<file path="src/inc/opb_port_b_map.vh">
// opb_port_b_map.vh: register map, field positions, reset values and timing counts of the output port block.
// assumes a 100 MHz pclk and an APB master with 32-bit data.
`ifndef OPB_PORT_B_MAP_VH
`define OPB_PORT_B_MAP_VH

// ==========================================================================
// register byte offsets
`define OPB_OFS_PORT        12'h000
`define OPB_OFS_LATCHED     12'h004
`define OPB_OFS_PARALLEL_IO_CONTROL        12'h008
`define OPB_OFS_MODE        12'h00C
`define OPB_OFS_STATUS      12'h010

// ==========================================================================
// parallel_io_control fields
`define OPB_PARALLEL_IO_CONTROL_POL        0
`define OPB_PARALLEL_IO_CONTROL_EDGE       1
`define OPB_PARALLEL_IO_CONTROL_PLS        2
`define OPB_PARALLEL_IO_CONTROL_DIR        3
`define OPB_PARALLEL_IO_CONTROL_HANDSHAKE_SELECT_BIT       4
`define OPB_PARALLEL_IO_CONTROL_W          5
`define OPB_PARALLEL_IO_CONTROL_RST        5'h00

// mode and status fields
`define OPB_MODE_EXP        0
`define OPB_STAT_ACTIVE     0
`define OPB_STAT_START      1
`define OPB_STAT_WPEND      2

// ==========================================================================
// bus-cycle timing: one bus cycle is four pclk quarters
`define OPB_CLK_MHZ         100
`define OPB_BUS_CYCLE_NS    40
`define OPB_QUARTERS        ((`OPB_BUS_CYCLE_NS * `OPB_CLK_MHZ) / 4000)
`define OPB_Q_ELOW_A        2'h0
`define OPB_Q_ELOW_B        2'h1
`define OPB_Q_EHIGH_A       2'h2
`define OPB_Q_EHIGH_B       2'h3
// strobe length in full bus periods, and the counter value seen at the last one
`define OPB_STROBE_B_OUTPUT_PERIODS    2'h2
`define OPB_STROBE_B_OUTPUT_LAST       2'h1

// ==========================================================================
// reset values
`define OPB_PINS_RST        8'h00
`define OPB_DATA_RST        32'h0000_0000

`endif

</file>
<file path="src/rtl/opb_pin_sync.v">
// opb_pin_sync.v: three-flop synchroniser with agreement filter for pin inputs.
// assumes the inputs are asynchronous to pclk; the output moves only when stages two and three agree.
`timescale 1ns/1ns

module opb_pin_sync #(
  parameter W = 1
) (
  pclk,
  presetn,
  pin_in,
  sync_out
);
  input  wire         pclk;
  input  wire         presetn;
  input  wire [W-1:0] pin_in;
  output reg  [W-1:0] sync_out;

  reg [W-1:0] s1_q;
  reg [W-1:0] s2_q;
  reg [W-1:0] s3_q;

  // ========================================================================
  // synchroniser chain; s1 feeds s2 only
  always @(posedge pclk or negedge presetn) begin
    if (!presetn) begin
      s1_q     <= {W{1'b0}};
      s2_q     <= {W{1'b0}};
      s3_q     <= {W{1'b0}};
      sync_out <= {W{1'b0}};
    end else begin
      s1_q <= pin_in;
      s2_q <= s1_q;
      s3_q <= s2_q;
      // a change counts only once two later stages agree, filtering metastable echoes
      if (s2_q == s3_q) begin
        sync_out <= s3_q;
      end
    end
  end

endmodule

</file>
<file path="src/rtl/opb_port_b.v">
// opb_port_b.v: eight-bit fixed-direction output port with its strobe pin, behind an APB slave.
// assumes one 100 MHz pclk, an asynchronous active-low reset and external bus pins that are asynchronous.
`timescale 1ns/1ns
`include "opb_port_b_map.vh"

module opb_port_b (
  pclk,
  presetn,
  psel,
  penable,
  pwrite,
  paddr,
  pwdata,
  prdata,
  pready,
  pslverr,
  output_port_data,
  strobe_b_output,
  strobe_a_input,
  address_latch_strobe,
  bus_addr_high,
  bus_read_write,
  ext_read_data,
  ext_access_req,
  ext_access_write,
  ext_write_data,
  port_read_strobe,
  bus_clock_e
);
  input  wire        pclk;
  input  wire        presetn;
  input  wire        psel;
  input  wire        penable;
  input  wire        pwrite;
  input  wire [11:0] paddr;
  input  wire [31:0] pwdata;
  output reg  [31:0] prdata;
  output wire        pready;
  output wire        pslverr;
  output reg  [7:0]  output_port_data;
  output reg         strobe_b_output;
  input  wire        strobe_a_input;
  input  wire        address_latch_strobe;
  input  wire [7:0]  bus_addr_high;
  input  wire        bus_read_write;
  input  wire [7:0]  ext_read_data;
  output reg         ext_access_req;
  output reg         ext_access_write;
  output reg  [7:0]  ext_write_data;
  output wire        port_read_strobe;
  output reg         bus_clock_e;

  // ========================================================================
  // pin synchronisers
  wire       as_s;
  wire       rw_s;
  wire       strobe_a_input_s;
  wire [7:0] addr_s;
  wire [7:0] ext_rd_s;

  opb_pin_sync #(.W(11)) u_sync_ctl (
    .pclk     (pclk),
    .presetn  (presetn),
    .pin_in   ({address_latch_strobe, bus_read_write, strobe_a_input, bus_addr_high}),
    .sync_out ({as_s, rw_s, strobe_a_input_s, addr_s})
  );

  opb_pin_sync #(.W(8)) u_sync_rd (
    .pclk     (pclk),
    .presetn  (presetn),
    .pin_in   (ext_read_data),
    .sync_out (ext_rd_s)
  );

  // ========================================================================
  // bus-cycle phase divider
  // quarter 0 starts at the E fall, quarter 1 at phase-two rise,
  // quarter 2 at the E rise, quarter 3 at phase-two fall
  reg  [1:0] phase_q;
  wire       ph2_rise_en;
  wire       ph2_fall_en;

  assign ph2_rise_en = (phase_q == `OPB_Q_ELOW_A);
  assign ph2_fall_en = (phase_q == `OPB_Q_EHIGH_A);

  always @(posedge pclk or negedge presetn) begin
    if (!presetn) begin
      phase_q     <= `OPB_Q_ELOW_A;
      bus_clock_e <= 1'b0;
    end else begin
      phase_q     <= phase_q + 2'h1;
      bus_clock_e <= (phase_q == `OPB_Q_ELOW_B) || (phase_q == `OPB_Q_EHIGH_A);
    end
  end

  // ========================================================================
  // control registers
  reg  [`OPB_PARALLEL_IO_CONTROL_W-1:0] parallel_io_control_q;
  reg                    expanded_mode_flag;
  wire                   strobe_polarity_bit;
  wire                   edge_select_bit;
  wire                   pulse_mode_bit;
  wire                   handshake_direction_bit;
  wire                   handshake_select_bit;

  assign strobe_polarity_bit     = parallel_io_control_q[`OPB_PARALLEL_IO_CONTROL_POL];
  assign edge_select_bit         = parallel_io_control_q[`OPB_PARALLEL_IO_CONTROL_EDGE];
  assign pulse_mode_bit          = parallel_io_control_q[`OPB_PARALLEL_IO_CONTROL_PLS];
  assign handshake_direction_bit = parallel_io_control_q[`OPB_PARALLEL_IO_CONTROL_DIR];
  assign handshake_select_bit    = parallel_io_control_q[`OPB_PARALLEL_IO_CONTROL_HANDSHAKE_SELECT_BIT];

  // ========================================================================
  // APB decode
  wire setup_ph;
  wire access_ph;
  wire hit_port;
  wire hit_latched;
  wire hit_parallel_io_control;
  wire hit_mode;
  wire hit_status;
  wire hit_any;
  wire wr_acc;
  wire rd_acc;

  assign setup_ph    = psel & ~penable;
  assign access_ph   = psel & penable;
  assign hit_port    = (paddr == `OPB_OFS_PORT);
  assign hit_latched = (paddr == `OPB_OFS_LATCHED);
  assign hit_parallel_io_control    = (paddr == `OPB_OFS_PARALLEL_IO_CONTROL);
  assign hit_mode    = (paddr == `OPB_OFS_MODE);
  assign hit_status  = (paddr == `OPB_OFS_STATUS);
  assign hit_any     = hit_port | hit_latched | hit_parallel_io_control | hit_mode | hit_status;
  assign wr_acc      = access_ph & pwrite & hit_any;
  assign rd_acc      = access_ph & ~pwrite & hit_any;

  // zero wait states: read data is captured in the setup cycle
  assign pready  = 1'b1;
  assign pslverr = access_ph & ~hit_any;

  // in expanded mode the port address belongs to the external bus
  assign port_read_strobe = rd_acc & hit_port & ~expanded_mode_flag;

  wire port_wr_int;
  wire port_rd_int;
  wire latched_rd;
  wire latched_wr;
  wire parallel_io_control_wr;

  assign port_wr_int = wr_acc & hit_port & ~expanded_mode_flag;
  assign port_rd_int = port_read_strobe;
  assign latched_rd  = rd_acc & hit_latched;
  assign latched_wr  = wr_acc & hit_latched;
  assign parallel_io_control_wr     = wr_acc & hit_parallel_io_control;

  // ========================================================================
  // external access forwarding in expanded mode
  always @(posedge pclk or negedge presetn) begin
    if (!presetn) begin
      ext_access_req   <= 1'b0;
      ext_access_write <= 1'b0;
      ext_write_data   <= `OPB_PINS_RST;
    end else begin
      ext_access_req <= access_ph & hit_port & expanded_mode_flag;
      if (access_ph & hit_port & expanded_mode_flag) begin
        ext_access_write <= pwrite;
        ext_write_data   <= pwdata[7:0];
      end
    end
  end

  // ========================================================================
  // register writes
  always @(posedge pclk or negedge presetn) begin
    if (!presetn) begin
      parallel_io_control_q             <= `OPB_PARALLEL_IO_CONTROL_RST;
      expanded_mode_flag <= 1'b0;
    end else begin
      if (parallel_io_control_wr) begin
        parallel_io_control_q <= pwdata[`OPB_PARALLEL_IO_CONTROL_W-1:0];
      end
      if (wr_acc & hit_mode) begin
        expanded_mode_flag <= pwdata[`OPB_MODE_EXP];
      end
    end
  end

  // ========================================================================
  // port output path
  reg  [7:0] port_store_q;
  reg  [7:0] wr_data_q;
  reg        wr_pend_q;
  reg  [7:0] addr_hold_q;
  reg        rw_hold_q;
  wire       apply_wr;

  // a pending write waits one more phase-two fall if a port read is in progress
  assign apply_wr = wr_pend_q & ph2_fall_en & ~port_rd_int;

  always @(posedge pclk or negedge presetn) begin
    if (!presetn) begin
      port_store_q <= `OPB_PINS_RST;
      wr_data_q    <= `OPB_PINS_RST;
      wr_pend_q    <= 1'b0;
    end else begin
      if (port_wr_int) begin
        wr_data_q <= pwdata[7:0];
      end
      // a new write keeps the write pending; the previous data is still applied in that same cycle
      if (port_wr_int) begin
        wr_pend_q <= 1'b1;
      end else if (apply_wr) begin
        wr_pend_q <= 1'b0;
      end
      if (apply_wr) begin
        port_store_q <= wr_data_q;
      end
    end
  end

  // address and read/write storage: transparent while the latch strobe is high
  always @(posedge pclk or negedge presetn) begin
    if (!presetn) begin
      addr_hold_q <= `OPB_PINS_RST;
      rw_hold_q   <= 1'b1;
    end else if (as_s) begin
      addr_hold_q <= addr_s;
      rw_hold_q   <= rw_s;
    end
  end

  // ========================================================================
  // strobe sequencing
  reg        strobe_active_q;
  reg        start_pend_q;
  reg        end_pend_q;
  reg  [1:0] period_cnt_q;
  reg        strobe_a_input_prev_q;
  wire       pulsed;
  wire       interlocked;
  reg        start_event;
  wire       strobe_a_input_edge;

  assign pulsed      = ~handshake_select_bit | pulse_mode_bit;
  assign interlocked = ~pulsed;

  always @* begin
    case ({handshake_select_bit, handshake_direction_bit})
      2'b10:   start_event = latched_rd;
      2'b11:   start_event = latched_wr;
      default: start_event = port_wr_int;
    endcase
  end

  assign strobe_a_input_edge = edge_select_bit ? (strobe_a_input_s & ~strobe_a_input_prev_q) : (~strobe_a_input_s & strobe_a_input_prev_q);

  always @(posedge pclk or negedge presetn) begin
    if (!presetn) begin
      strobe_active_q <= 1'b0;
      start_pend_q    <= 1'b0;
      end_pend_q      <= 1'b0;
      period_cnt_q    <= 2'h0;
      strobe_a_input_prev_q     <= 1'b0;
    end else begin
      strobe_a_input_prev_q <= strobe_a_input_s;
      // requests raised in the same cycle as the edge are kept, not lost
      if (start_event) begin
        start_pend_q <= 1'b1;
      end else if (ph2_rise_en) begin
        start_pend_q <= 1'b0;
      end
      if ((strobe_active_q & interlocked & strobe_a_input_edge) |
          (strobe_active_q & parallel_io_control_wr & pwdata[`OPB_PARALLEL_IO_CONTROL_PLS] & pwdata[`OPB_PARALLEL_IO_CONTROL_HANDSHAKE_SELECT_BIT])) begin
        end_pend_q <= 1'b1;
      end else if (ph2_rise_en) begin
        end_pend_q <= 1'b0;
      end
      if (ph2_rise_en) begin
        if (start_pend_q) begin
          // a fresh start outranks any end due at the same edge
          strobe_active_q <= 1'b1;
          period_cnt_q    <= 2'h0;
        end else if (strobe_active_q) begin
          period_cnt_q <= period_cnt_q + 2'h1;
          if (end_pend_q) begin
            strobe_active_q <= 1'b0;
          end else if (pulsed && (period_cnt_q == `OPB_STROBE_B_OUTPUT_LAST)) begin
            strobe_active_q <= 1'b0;
          end
        end
      end
    end
  end

  // ========================================================================
  // pin drivers
  always @(posedge pclk or negedge presetn) begin
    if (!presetn) begin
      output_port_data <= `OPB_PINS_RST;
      strobe_b_output  <= 1'b1;
    end else begin
      // pins are always driven; only the data source changes with mode
      output_port_data <= expanded_mode_flag ? addr_hold_q : port_store_q;
      if (expanded_mode_flag) begin
        strobe_b_output <= rw_hold_q;
      end else begin
        strobe_b_output <= strobe_polarity_bit ? strobe_active_q : ~strobe_active_q;
      end
    end
  end

  // ========================================================================
  // read data, captured in the setup cycle
  always @(posedge pclk or negedge presetn) begin
    if (!presetn) begin
      prdata <= `OPB_DATA_RST;
    end else if (setup_ph & ~pwrite) begin
      prdata <= `OPB_DATA_RST;
      if (hit_port) begin
        // the driven state, not the pins; the external bus answers in expanded mode
        // the storage that feeds the pins: equals the pins through the access cycle, so no tear
        prdata[7:0] <= expanded_mode_flag ? ext_rd_s : port_store_q;
      end else if (hit_parallel_io_control) begin
        prdata[`OPB_PARALLEL_IO_CONTROL_W-1:0] <= parallel_io_control_q;
      end else if (hit_mode) begin
        prdata[`OPB_MODE_EXP] <= expanded_mode_flag;
      end else if (hit_status) begin
        prdata[`OPB_STAT_ACTIVE] <= strobe_active_q;
        prdata[`OPB_STAT_START]  <= start_pend_q;
        prdata[`OPB_STAT_WPEND]  <= wr_pend_q;
      end
    end
  end

endmodule

</file>
<file path="config.mk">
export PLATFORM = sky130hd
export DESIGN_NAME = opb_port_b
export DESIGN_NICKNAME = d
export VERILOG_FILES = /design/src/rtl/opb_pin_sync.v /design/src/rtl/opb_port_b.v
export VERILOG_INCLUDE_DIRS = /design/src /design/src/inc
export SDC_FILE = /design/constraint.sdc
export NUM_CORES = 1
export LEC_CHECK = 0
export BUFFER_PORTS_ARGS = -buffer_cell sky130_fd_sc_hd__buf_2
export CORE_AREA = 8 8 114 116
export DETAILED_ROUTE_END_ITERATION = 16
export DIE_AREA = 0 0 122 124
export GPL_ROUTABILITY_DRIVEN = 0
export PLACE_DENSITY = 0.74
export SLEW_MARGIN = 40
export SYNTH_ARGS = -nofsm -noshare
export SYNTH_HDL_FRONTEND = slang
export SYNTH_HIERARCHICAL = 1
export SYNTH_SLANG_ARGS = --single-unit
</file>
<file path="constraint.sdc">
create_clock -name pclk -period 3.7 [get_ports pclk]
set_clock_uncertainty 0.2 [all_clocks]
set_input_delay 0.37 -clock pclk [delete_from_list [all_inputs] [get_ports pclk]]
set_output_delay 0.37 -clock pclk [all_outputs]
set_load 0.03 [all_outputs]
</file>
==> metrics list <==
* Final hold violations: 0
* Reg-to-reg startpoint: expanded_mode_flag
- For this design the top-level I/O count stands at 123.
- The HPWL after detailed placement is 7220 µm.
- Clock tree synthesis inserted a total of 17 buffers.
- Setup total negative slack on the finished layout was measured at 0 ps.
- Routed len/inst: 16.1 µm
- Register Area: 0.00358 mm²
- Clock latency at the later pin of the worst-skew pair: around 410 ps
* Setup slack, reg-to-reg: 1280 ps
* Main combinational cell family by area after synthesis: multiplexers
- Total congestion overflow after global routing: 0
- In this run, synthesis inferred 0 flip-flops with an integrated enable.
- Measured on the finished design, the core utilization comes to 0.603.
- Fraction of final layout cells sized beyond drive strength 1: 0.368
* Clock-pin slew on the worst setup and hold paths: 60 ps
* Number of antenna violations at the first check in global routing: 0
- For this run, the top clock speed supported by timing is between 300 and 400 MHz.
- Top post-synthesis cells by area: sky130_fd_sc_hd__dfrtp_1, sky130_fd_sc_hd__mux2_2, sky130_fd_sc_hd__buf_4
- Counting cells, the worst reg-to-reg path comes to 5.
* Overall global routing resource usage: 0.145
- Wire length of the first global-routing pass: about 17000 µm
* Least-Margin Pin Slew: 719 ps
- Hold-fix buffers, CTS: 22
- Floorplan Core Area: around 0.011 mm²
- Of the total synthesized cell area, the portion taken by full adders, half adders and majority gates is 0.00682.
* Most common flop cell mapped by yosys: sky130_fd_sc_hd__dfrtp_1
* Clock root cell: sky130_fd_sc_hd__clkbuf_16
- The die covers 0.0151 mm².
- Die H: 124 µm
* Type of element launching the critical path: input port
* Path type of the worst min-delay path: input port to flip-flop
- Overall power consumption after layout is estimated at around 3.4 mW.
- Minimum period implied by the final worst setup slack: 2700 ps
- Data required, critical path: 3790 ps
* Crit path max-delay cell type: sky130_fd_sc_hd__or4b_1
* Rel. slew slack: 0.519
- Clk sinks: 143
- In this run, post-CTS repair resized a total of 0 instances.
- Number of warnings reported in the yosys synthesis log: 6
- Post-synthesis to final-layout area growth: 22.4%
* Crit path DAT: 2790 ps
- R2R Path End: port_store_q[5]
- Total of fill cells in the finished design: 865
* Critical path class: input port to flip-flop
- The initial utilization of the core area, before any placement, comes to 0.493.
* Origin of the worst min-delay path: pwdata[7]
- In this run the number of H-tree levels came out at 4.
- In this run, synthesis produced a sequential element count of 143.
- Compound-gate portion of the synthesized area: 0.0398
* Critical path endpoint category: flip-flop
- Number of buffers inserted by post-CTS setup repair: 0
* Biggest fanout along the worst timing path: 10
* TritonCTS clock tree: built
- In this run the static leakage power is 3.37 nW.
* Final cycle utilization of the critical path: 0.730
- Buffers added on ports: 73
* Multiplexer share of the synthesized area: 0.157
- Largest incremental delay on the critical path: just under 700 ps
- The final layout contains routed wiring with a total length of 10200 µm.
* Combined area of the multi-input logic cells: 0.00174 mm²
- Number of nets in the layout: 554
- After floorplanning, the core was divided into 39 placement rows.
- The path with the worst hold slack has its endpoint at ext_write_data[7].
- Synthesized area: 0.00551 mm²
- Maximum buffer depth of the clock tree: 2
- Of the total synthesized cell area, the portion taken by XOR and XNOR cells is 0.0334.
- Of the total synthesized cell area, the portion taken by AND, OR, NAND and NOR gates is 0.0618.
- Antenna diode count: 0
* Ys async rst share: 1.00
- Dividing total power by cell area gives a power density of 509 mW/mm².
- Remaining design rule violation count: 0
- IR analysis of the VDD net gives a maximum drop of between 0.0002 and 0.00025 V.
- The final route contains 3178 vias.
- Detailed Route Iter0 Violations: 250
- The critical path goes through buf_2, or4_4, or4b_1, nor4b_4, mux2_2.
* RSZ-0062 raised after global routing: false
* First-pass iteration count of the detailed router: 4
- Run status: complete, no violations
- Post-Syn Instances: between 300 and 400
- For this run, the register share of the synthesized area comes to 0.650.
- Remaining number of nets flagged by the antenna check after routing: 0
* Number of max-capacitance violations reported: 0
- Setup violations remaining at the end of the flow were counted as 0.
- Share of the synthesized area in the top cell type: 0.641
- Hold-critical path depth: 2
- Netlist cell types: 50
* Vias in the first global route: around 3300
- Dividing the detail-routed via count by the number of cells gives between 4 and 5.
- The final number of max-transition violations was 0.
- Largest area contributor in the synthesized netlist: sky130_fd_sc_hd__dfrtp_1
* Largest net degree at the start of global routing: 70
- After synthesis, the mean cell area works out to between 10 and 15 µm².
* Chip width: 122 µm
[worst max-delay path: cells and delay by family]
family	cells	cell delay, ps
buffers and inverters	1	90
muxes	1	420
and+or+nand+nor	3	1910
[worst max-delay path by stage]
stage | depth (start not counted) | end | slack, ps | from
2_1_floorplan | 4 | port_read_strobe | 990 | paddr[9]
4_1_cts | 5 | ext_write_data[4] | 1020 | paddr[9]
3_3_place_gp | 5 | ext_write_data[5] | 620 | paddr[9]
3_5_place_dp | 5 | ext_write_data[4] | 580 | paddr[9]
6_report | 5 | ext_write_data[4] | 1000 | paddr[9]
5_1_grt | 5 | ext_write_data[4] | 930 | paddr[9]
[metrics by stage]
| step | hold slack [ps] | area [µm²] | cells | setup slack [ps] |
|---|---|---|---|---|
| after CTS | 1.34 | 6740 | 638 | 1020 |
| final | 14.9 | 6740 | 638 | 999 |
| after global placement | 132 | 5920 | 584 | 617 |
| after global routing | 3.93 | 6740 | 638 | 930 |
| after detailed placement | 128 | 5950 | 585 | 580 |
| after floorplan | -126 | 5590 | 402 | 987 |
[sequential cells by signal, indices dropped and copies added (netlist names), 2 cells and up]
register,cells
u_sync_ctl/s1_q,11
u_sync_ctl/s2_q,11
u_sync_ctl/s3_q,11
u_sync_ctl/sync_out,11
addr_hold_q,8
ext_write_data,8
output_port_data,8
port_store_q,8
prdata,8
u_sync_rd/s1_q,8
u_sync_rd/s2_q,8
u_sync_rd/s3_q,8
u_sync_rd/sync_out,8
wr_data_q,8
parallel_io_control_q,5
period_cnt_q,2
[synthesized netlist by cell type, drive strengths merged (2+ instances only)]
| cell type | number |
|---|---|
| buf | 30 |
| nor4 | 5 |
| a31oi | 3 |
| dfrtp | 141 |
| nor3b | 2 |
| nor2 | 9 |
| o31ai | 5 |
| conb | 2 |
| clkbuf | 7 |
| and4b | 2 |
| nor3 | 6 |
| ha | 3 |
| o21ai | 7 |
| xor2 | 20 |
| mux2 | 67 |
| mux2i | 7 |
| dfstp | 2 |
| or3 | 3 |
| a21oi | 9 |
| inv | 7 |
| nand2 | 20 |
| or4 | 2 |
[logic make-up (layout without fill, tap and decap cells)]
kind of cell | count (synthesis) | count (layout)
buffers and inverters | 44 | 137
flip-flops | 143 | 143
other | 2 | 25
AO/OA/AOI/OAI | 34 | 34
XOR/XNOR | 21 | 21
adder cells (fa/ha/maj) | 3 | 3
multiplexers | 74 | 74
AND/OR/NAND/NOR | 58 | 58
[area by class of cell]
type	instances	area share
Multi-Input combinational cell	215	0.259
Timing Repair Buffer	99	0.0958
Tap cell	143	0.0265
Sequential cell	143	0.531
Inverter	7	0.00390
Clock buffer	18	0.0637
Clock inverter	13	0.0204
[where the power goes]
group	total (mW)	leakage, nW	switching, mW	internal, mW
Sequential	1.64	1.84	0.0286	1.61
Combinational	0.168	1.26	0.102	0.0662
Clock	1.62	0.273	0.630	0.989
Total	3.43	3.37	0.760	2.67
[routing by layer]
metal  track usage  vias to the layer above  wire length (µm)
met4        0.0540                        0               153
met3        0.0544                       15               568
met2         0.245                       81              5300
met1         0.165                     1603              4220
li1              -                     1479                 -
met5             0                        -                 0
[cells in the final DEF, fill, tap and decap left out, drive strengths merged, types with 6 or more instances in the layout]
cell,Yosys,layout
nor3,6,6
mux2,67,67
buf,30,77
mux2i,7,7
dfrtp,141,141
xor2,20,20
nand2,20,20
conb,2,25
a21oi,9,9
o21ai,7,7
clkbuf,7,18
nor2,9,9
inv,7,10
dlygate4sd3,0,22
Power figures use the tool's default switching activity.
